File: src/cim_consts.vh
// constants for the channel input mux and map checksum register bank
`ifndef CIM_CONSTS_VH
`define CIM_CONSTS_VH

`define CIM_ADDR_W           6
`define CIM_DATA_W           16

`define CIM_CHAN1_CFG_ADDR   6'h0E
`define CIM_CHAN2_CFG_ADDR   6'h13
`define CIM_CHAN3_CFG_ADDR   6'h18
`define CIM_MAP_CHECKSUM_ADDR 6'h3E

`define CIM_CHAN_CFG_RESET   16'h0000
`define CIM_MAP_CHECKSUM_RESET 16'h0000
`define CIM_READ_ZERO        16'h0000

`define CIM_SEL_LSB          0
`define CIM_SEL_MSB          1
`define CIM_RSVD_RO_LSB      3
`define CIM_RSVD_RO_MSB      5
`define CIM_CHAN_WR_MASK     16'hFFC7

`define CIM_SEL_PINS         2'h0
`define CIM_SEL_SHORT        2'h1
`define CIM_SEL_TEST_POS     2'h2
`define CIM_SEL_TEST_NEG     2'h3

`define CIM_CRC_POLY         16'h1021
`define CIM_CRC_SEED         16'h0000

`define CIM_CLK_PERIOD_NS    4
`define CIM_BBM_TIME_NS      20
`define CIM_BBM_CYCLES \
	((`CIM_BBM_TIME_NS + `CIM_CLK_PERIOD_NS - 1) / `CIM_CLK_PERIOD_NS)

`endif

File: src/cim_regs.v
// channel input selection and map checksum register bank, top level
// Overview of operation
// - channel 1 selector picks pins, short, test
// - channel 2 register at 13h, resets zero
// - channel 2 selector picks pins, short, test
// - code 01b opens pins, shorts converter inputs
// - channel 3 register at 18h, resets zero
// - channel 3 selector picks pins, short, test
// - checksum register at 3Eh, read-only, resets zero
// - checksum shows map value from four clocks after the last channel write, ignores writes
`timescale 1ns/1ps
`default_nettype none
`include "cim_consts.vh"

module cim_regs #(
	parameter BBM_CYCLES = `CIM_BBM_CYCLES,
	parameter CNT_W      = 4
) (
	// clock and reset
	input  wire        sys_clk_i,
	input  wire        reset_n_i,
	// register access from the serial port logic
	input  wire  [5:0] reg_addr_i,
	input  wire        reg_wr_i,
	input  wire        reg_rd_i,
	input  wire [15:0] reg_wdata_i,
	output reg  [15:0] reg_rdata_o,
	output reg         reg_rvalid_o,
	output reg         reg_err_o,
	// input switches, bit 0 is channel 1, bit 2 is channel 3
	output wire  [2:0] pin_connect_o,
	output wire  [2:0] inputs_short_o,
	output wire  [2:0] test_pos_o,
	output wire  [2:0] test_neg_o,
	output wire  [2:0] switch_settling_o,
	// checksum state
	output wire        checksum_busy_o
);

	wire        hit_ch1;
	wire        hit_ch2;
	wire        hit_ch3;
	wire        hit_crc;
	wire        any_hit;
	wire        ch_write;
	wire [15:0] cfg1;
	wire [15:0] cfg2;
	wire [15:0] cfg3;
	wire [15:0] crc;
	reg  [15:0] next_rdata;

	assign hit_ch1  = (reg_addr_i == `CIM_CHAN1_CFG_ADDR);
	assign hit_ch2  = (reg_addr_i == `CIM_CHAN2_CFG_ADDR);
	assign hit_ch3  = (reg_addr_i == `CIM_CHAN3_CFG_ADDR);
	assign hit_crc  = (reg_addr_i == `CIM_MAP_CHECKSUM_ADDR);
	assign any_hit  = hit_ch1 | hit_ch2 | hit_ch3 | hit_crc;
	assign ch_write = reg_wr_i & (hit_ch1 | hit_ch2 | hit_ch3);

	cim_chan_cfg #(
		.BBM_CYCLES (BBM_CYCLES),
		.CNT_W      (CNT_W)
	) u_ch1 (
		.sys_clk_i  (sys_clk_i),
		.reset_n_i  (reset_n_i),
		.wr_i       (reg_wr_i & hit_ch1),
		.wdata_i    (reg_wdata_i),
		.cfg_o      (cfg1),
		.connect_o  (pin_connect_o[0]),
		.short_o    (inputs_short_o[0]),
		.test_pos_o (test_pos_o[0]),
		.test_neg_o (test_neg_o[0]),
		.settling_o (switch_settling_o[0])
	);

	cim_chan_cfg #(
		.BBM_CYCLES (BBM_CYCLES),
		.CNT_W      (CNT_W)
	) u_ch2 (
		.sys_clk_i  (sys_clk_i),
		.reset_n_i  (reset_n_i),
		.wr_i       (reg_wr_i & hit_ch2),
		.wdata_i    (reg_wdata_i),
		.cfg_o      (cfg2),
		.connect_o  (pin_connect_o[1]),
		.short_o    (inputs_short_o[1]),
		.test_pos_o (test_pos_o[1]),
		.test_neg_o (test_neg_o[1]),
		.settling_o (switch_settling_o[1])
	);

	cim_chan_cfg #(
		.BBM_CYCLES (BBM_CYCLES),
		.CNT_W      (CNT_W)
	) u_ch3 (
		.sys_clk_i  (sys_clk_i),
		.reset_n_i  (reset_n_i),
		.wr_i       (reg_wr_i & hit_ch3),
		.wdata_i    (reg_wdata_i),
		.cfg_o      (cfg3),
		.connect_o  (pin_connect_o[2]),
		.short_o    (inputs_short_o[2]),
		.test_pos_o (test_pos_o[2]),
		.test_neg_o (test_neg_o[2]),
		.settling_o (switch_settling_o[2])
	);

	// writes to the checksum address reach no storage
	cim_checksum u_crc (
		.sys_clk_i (sys_clk_i),
		.reset_n_i (reset_n_i),
		.restart_i (ch_write),
		.word0_i   (cfg1),
		.word1_i   (cfg2),
		.word2_i   (cfg3),
		.crc_o     (crc),
		.busy_o    (checksum_busy_o)
	);

	always @* begin
		next_rdata = `CIM_READ_ZERO;
		if (hit_ch1) begin
			next_rdata = cfg1;
		end else if (hit_ch2) begin
			next_rdata = cfg2;
		end else if (hit_ch3) begin
			next_rdata = cfg3;
		end else if (hit_crc) begin
			next_rdata = crc;
		end
	end

	// a read shows the value held before a write in the same cycle
	always @(posedge sys_clk_i or negedge reset_n_i) begin
		if (!reset_n_i) begin
			reg_rdata_o  <= `CIM_READ_ZERO;
			reg_rvalid_o <= 1'b0;
			reg_err_o    <= 1'b0;
		end else begin
			reg_rvalid_o <= reg_rd_i;
			if (reg_rd_i) begin
				reg_rdata_o <= next_rdata;
			end
			reg_err_o <= ((reg_rd_i | reg_wr_i) & ~any_hit) |
				(reg_wr_i & hit_crc);
		end
	end

endmodule
`default_nettype wire

File: src/cim_chan_cfg.v
// one channel configuration register with its input switch sequencer
`timescale 1ns/1ps
`default_nettype none
`include "cim_consts.vh"

module cim_chan_cfg #(
	parameter BBM_CYCLES = `CIM_BBM_CYCLES,
	parameter CNT_W      = 4
) (
	// clock and reset
	input  wire        sys_clk_i,
	input  wire        reset_n_i,
	// register access
	input  wire        wr_i,
	input  wire [15:0] wdata_i,
	output wire [15:0] cfg_o,
	// input switches
	output reg         connect_o,
	output reg         short_o,
	output reg         test_pos_o,
	output reg         test_neg_o,
	output reg         settling_o
);

	localparam ST_IDLE = 1'b0;
	localparam ST_OPEN = 1'b1;
	localparam integer     BBM_LAST_I = BBM_CYCLES - 1;
	localparam [CNT_W-1:0] BBM_LAST   = BBM_LAST_I[CNT_W-1:0];

	reg             [15:0] stored;
	reg              [1:0] applied_sel;
	reg                    state;
	reg        [CNT_W-1:0] cnt;
	wire             [1:0] sel;

	assign sel   = stored[`CIM_SEL_MSB:`CIM_SEL_LSB];
	assign cfg_o = stored; // reserved read-only bits never stored

	always @(posedge sys_clk_i or negedge reset_n_i) begin
		if (!reset_n_i) begin
			stored <= `CIM_CHAN_CFG_RESET;
		end else if (wr_i) begin
			stored <= wdata_i & `CIM_CHAN_WR_MASK;
		end
	end

	// all switches open for a while before a new path closes, so the
	// pins are never shorted to a test source during a change
	always @(posedge sys_clk_i or negedge reset_n_i) begin
		if (!reset_n_i) begin
			state       <= ST_IDLE;
			cnt         <= {CNT_W{1'b0}};
			applied_sel <= `CIM_SEL_PINS;
		end else begin
			case (state)
			ST_IDLE: begin
				if (sel != applied_sel) begin
					state <= ST_OPEN;
					cnt   <= {CNT_W{1'b0}};
				end
			end
			ST_OPEN: begin
				if (cnt == BBM_LAST) begin
					state       <= ST_IDLE;
					applied_sel <= sel;
				end else begin
					cnt <= cnt + 1'b1;
				end
			end
			default: begin
				state <= ST_IDLE;
			end
			endcase
		end
	end

	always @(posedge sys_clk_i or negedge reset_n_i) begin
		if (!reset_n_i) begin
			connect_o  <= 1'b1;
			short_o    <= 1'b0;
			test_pos_o <= 1'b0;
			test_neg_o <= 1'b0;
			settling_o <= 1'b0;
		end else begin
			settling_o <= (state == ST_OPEN) || (sel != applied_sel);
			if ((state == ST_OPEN) || (sel != applied_sel)) begin
				connect_o  <= 1'b0;
				short_o    <= 1'b0;
				test_pos_o <= 1'b0;
				test_neg_o <= 1'b0;
			end else begin
				connect_o  <= (applied_sel == `CIM_SEL_PINS);
				short_o    <= (applied_sel == `CIM_SEL_SHORT);
				test_pos_o <= (applied_sel == `CIM_SEL_TEST_POS);
				test_neg_o <= (applied_sel == `CIM_SEL_TEST_NEG);
			end
		end
	end

endmodule
`default_nettype wire

File: src/cim_checksum.v
// checksum engine walking the channel configuration words
`timescale 1ns/1ps
`default_nettype none
`include "cim_consts.vh"

module cim_checksum (
	// clock and reset
	input  wire        sys_clk_i,
	input  wire        reset_n_i,
	// map contents
	input  wire        restart_i,
	input  wire [15:0] word0_i,
	input  wire [15:0] word1_i,
	input  wire [15:0] word2_i,
	// result
	output reg  [15:0] crc_o,
	output reg         busy_o
);

	reg        pend;
	reg  [1:0] idx;
	reg [15:0] acc;
	reg [15:0] cur;

	function [15:0] crc_word;
		input [15:0] c;
		input [15:0] d;
		integer i;
		reg [15:0] r;
		begin
			r = c;
			for (i = 15; i >= 0; i = i - 1) begin
				if (r[15] ^ d[i]) begin
					r = {r[14:0], 1'b0} ^ `CIM_CRC_POLY;
				end else begin
					r = {r[14:0], 1'b0};
				end
			end
			crc_word = r;
		end
	endfunction

	always @* begin
		case (idx)
		2'h0:    cur = word0_i;
		2'h1:    cur = word1_i;
		default: cur = word2_i;
		endcase
	end

	// seed zero keeps an all-zero map consistent with the reset value
	always @(posedge sys_clk_i or negedge reset_n_i) begin
		if (!reset_n_i) begin
			pend   <= 1'b0;
			idx    <= 2'h0;
			acc    <= `CIM_CRC_SEED;
			crc_o  <= `CIM_MAP_CHECKSUM_RESET;
			busy_o <= 1'b0;
		end else begin
			if (pend) begin
				pend   <= restart_i;
				idx    <= 2'h0;
				acc    <= `CIM_CRC_SEED;
				busy_o <= 1'b1;
			end else begin
				pend <= restart_i;
				if (busy_o) begin
					acc <= crc_word(acc, cur);
					idx <= idx + 2'h1;
					if (idx == 2'h2) begin
						crc_o  <= crc_word(acc, cur);
						busy_o <= 1'b0;
					end
				end
			end
		end
	end

endmodule
`default_nettype wire

File: config.mk
export PLATFORM = sky130hd
export DESIGN_NAME = cim_regs
export DESIGN_NICKNAME = d
export VERILOG_FILES = /design/src/cim_regs.v /design/src/cim_chan_cfg.v /design/src/cim_checksum.v
export VERILOG_INCLUDE_DIRS = /design/src /design/src/src
export SDC_FILE = /design/constraint.sdc
export NUM_CORES = 1
export LEC_CHECK = 0
export BUFFER_PORTS_ARGS = -buffer_cell sky130_fd_sc_hd__buf_2
export CORE_MARGIN = 3
export CORE_UTILIZATION = 60
export CTS_CLUSTER_DIAMETER = 200
export DETAILED_ROUTE_END_ITERATION = 6
export PLACE_DENSITY = 0.89
export SYNTH_ARGS = -nofsm -noshare
export SYNTH_HDL_FRONTEND = slang
export SYNTH_SLANG_ARGS = --single-unit
File: constraint.sdc
create_clock -name sys_clk_i -period 5.7 [get_ports sys_clk_i]
set_input_delay 0.57 -clock sys_clk_i [delete_from_list [all_inputs] [get_ports sys_clk_i]]
set_output_delay 0.57 -clock sys_clk_i [all_outputs]
set_load 0.01 [all_outputs]
==> results.json <==
{
  "run_status": "completed",
  "clock_path_buffers": 2,
  "synth_area_leaders": "dfrtp_1, mux2_2, nor2_1, xnor2_1, xor2_1",
  "die_area_mm2": 0.0119,
  "hp-class": "in2async",
  "clk_latency_ps": 540,
  "drc_violations": 0,
  "yosysWarningCount": 0,
  "grt_use_total_pct": 25.8,
  "num-nets-final": 638,
  "synth_area_per_cell_um2": 11.3,
  "post_cts.repair.setup_buffers": 0,
  "drt_pass1_iterations": 5,
  "io-pin-count": 60,
  "p_sw_mw": 1.77,
  "finClkSkew_ps": 12.8,
  "dpl_wire_length_um": 9180,
  "post_route_antenna_net_violation_count": 0,
  "timing.final.crit_share_pct": 59.6,
  "h-tree-depth": 4,
  "critical_path.cell_chain": "inv_1 > ha_1 > nor2_4 > a21oi_1 > xnor2_1 > xnor3_2 > xnor2_2 > xor2_1 > o21ai_0",
  "grt_pass1_wl_um": 23200,
  "clk_transition_reported_paths_ps": 60,
  "grt_pass1_vias": 4750,
  "rsz0062_at_grt": "no",
  "final-hold-violation-count": 0,
  "vias": 4489,
  "buffers_and_inverters_on_the_worst_path": 1,
  "leakagePower_nw": 3.41,
  "power_switching_share_pct": 37.5,
  "pwr-share-seq_pct": 29.2,
  "max_slew.worst_pin.slew_ps": 1210,
  "gp_congestion": 0.857,
  "initial_antenna_violation_count": 0,
  "buffer_ports.inserted": 56,
  "synth_edf_count": 0,
  "combPwrFrac_pct": 45.9,
  "intPower_mw": 2.94,
  "areaGrowthSynthToFinish_pct": 14.5,
  "synth_flop_cell": "dfrtp_1",
  "grt_max_degree": 84,
  "initial_core_util_pct": 61.8,
  "drt-vias-per-instance": 5.97,
  "cp.required_ps": 6070,
  "setup_tns_ps": 0,
  "synth_top_cell_area_share_pct": 49.5,
  "setup_violations": 0,
  "die_w_um": 109,
  "delay_of_the_slowest_critical_path_stage_ps": 520,
  "core_area_mm2": 0.0103,
  "synth_seq_cells": 129,
  "cts_made_buffers": 17,
  "final_layout_size_suffix_gt1_share_pct": 27.9,
  "synth_nets": 598,
  "critical_path.top_delay_family": "XOR/XNOR gates",
  "vdd_drop_max_mv": 0.420,
  "postLayoutSetupSlackWorst_ps": 2300,
  "die_height_um": 109,
  "synth_sequential_area_ratio_pct": 50.7,
  "cp_slowest_cell": "nor2_4",
  "final_max_slew_viols": 0,
  "power-per-cell-area_mw_per_mm2": 644,
  "cts_tree": "yes",
  "hold_buffers": 0,
  "fmax_mhz": 294,
  "grt-ovfl-total": 0,
  "max_cap_violations": 0,
  "clock_sinks": 129,
  "asyncSetResetFlopFracSynth_pct": 100,
  "relSlewSlack_pct": 18.8,
  "postCtsResizedCells": 0,
  "clockPowerShare_pct": 24.9,
  "critical_path_peak_fanout": 14,
  "crit_end_element": "flop",
  "cts_root_buffer": "clkbuf_8",
  "placementRows": 37,
  "drt_total_wl_um": 14000,
  "dp_worst_setup_slack_ps": 2360,
  "timing.critical_path.arrival_ps": 3770,
  "postSynthCellCount": 563,
  "n_antenna_cell": 0,
  "min_period_ps": 3400,
  "dr.first_iter.drc_count": 233,
  "synth.cell_area_mm2": 0.00638,
  "criticalPathCategory": "reg2reg",
  "setup_crit_start_kind": "flop",
  "synthDominantAreaCellType": "dfrtp_1",
  "synthDistinctLibCells": 52,
  "avgRoutedWirePerCell_um": 18.6
}
==> cells in the final DEF, fill, tap and decap left out, types with 9 or more instances in the layout <==
cell type  instances
a21oi_1           25
nand3_1           12
nand2_1           34
nand2b_1          13
o21ai_0           31
buf_2             55
dfrtp_1          126
a22oi_1           18
a22o_1            12
inv_1             17
ha_1               9
xor2_1            18
nor2_1            51
clkbuf_16         16
mux2_2            51
xnor2_1           20
==> registers in the layout, summed over array words and instances, names as in the netlist, 4 cells and up <==
signal	count
u_ch1.cnt	4
u_ch3.cnt	4
u_ch2.cnt	4
u_crc.acc	16
u_ch1.cfg_o	13
u_ch3.cfg_o	13
u_ch2.cfg_o	13
u_crc.crc_o	16
reg_rdata_o	16
==> cell usage after synthesis, types with 2 or more instances <==
library cell	count
xor2_1	18
mux2_2	51
buf_1	7
nand3_1	12
a21oi_2	3
dfstp_2	3
and2_1	2
a21o_1	2
o21ai_0	31
nor2_1	51
clkbuf_1	15
a22oi_1	18
xnor3_1	3
or3_1	4
a211oi_1	6
a31oi_1	5
buf_4	17
inv_1	17
nand4b_1	2
and3_1	2
xnor2_2	8
or2_2	2
nand2_1	34
a22o_4	2
ha_1	9
xnor3_2	3
a21oi_1	25
nor3b_1	2
nand3b_1	4
dfrtp_1	126
a22o_1	12
mux2i_1	7
xnor2_4	2
xnor2_1	20
nor3_1	9
nand2b_1	13
==> stage by stage <==
stage               power, mW  cell area (µm²)  util [%]  cells  hold slack [ps]
floorplan                3.07             6380         -    563              274
global placement         3.40             6660      64.5    720              460
detailed placement       3.50             6660      64.5    720              476
CTS                      4.71             7300      70.7    752             46.4
global route             4.98             7300      70.7    752             65.7
finish                   4.70             7300      70.7    752             32.1
==> layer usage <==
metal  track usage (%)  part of all wire (%)
met4              11.6                   2.5
met5                 0                     0
met2              43.3                    52
met3              7.99                   5.7
met1              30.5                    40
==> cells by family after synthesis <==
logic type      share of synthesized area, %
compound gates                          11.6
xor+xnor                                10.6
fa+ha+maj                               1.77
buf+inv                                 4.47
flops                                   50.7
mux                                     10.1
simple gates                            10.8
==> worst paths after layout <==
path | end | depth (start not counted) | from | slack, ps
setup / recovery | u_crc.crc_o[7] | 9 | u_crc.idx[0] | 2300
hold / removal | u_ch3.cnt[3] | 1 | reset_n_i | 30
setup reg to reg | u_crc.crc_o[7] | 9 | u_crc.idx[0] | 2300
hold reg to reg | u_crc.crc_o[4] | 2 | u_crc.crc_o[4] | 490
max in group asynchronous | u_crc.acc[13] | 2 | reset_n_i | 4220
min in group sys_clk_i | u_ch3.cfg_o[12] | 2 | reg_wdata_i[12] | 290
==> power groups by stage <==
stage / logic (mW) / registers [mW] / clock network [mW]
floorplan: 1.74 / 1.33 / 0
finish: 2.16 / 1.37 / 1.17
detailed placement: 2.12 / 1.38 / 0
CTS: 2.16 / 1.37 / 1.18
global placement: 2.04 / 1.36 / 0
global route: 2.35 / 1.40 / 1.23
==> layout make-up <==
type	instances	area, µm²
sequential	129	3230
clock inverter	11	183
inverter	17	63.8
clock buffer	21	459
fill	698	3030
multi-input combinational	377	2870
timing repair buffer	61	320
tap	136	170
Power figures use the tool's default switching activity.
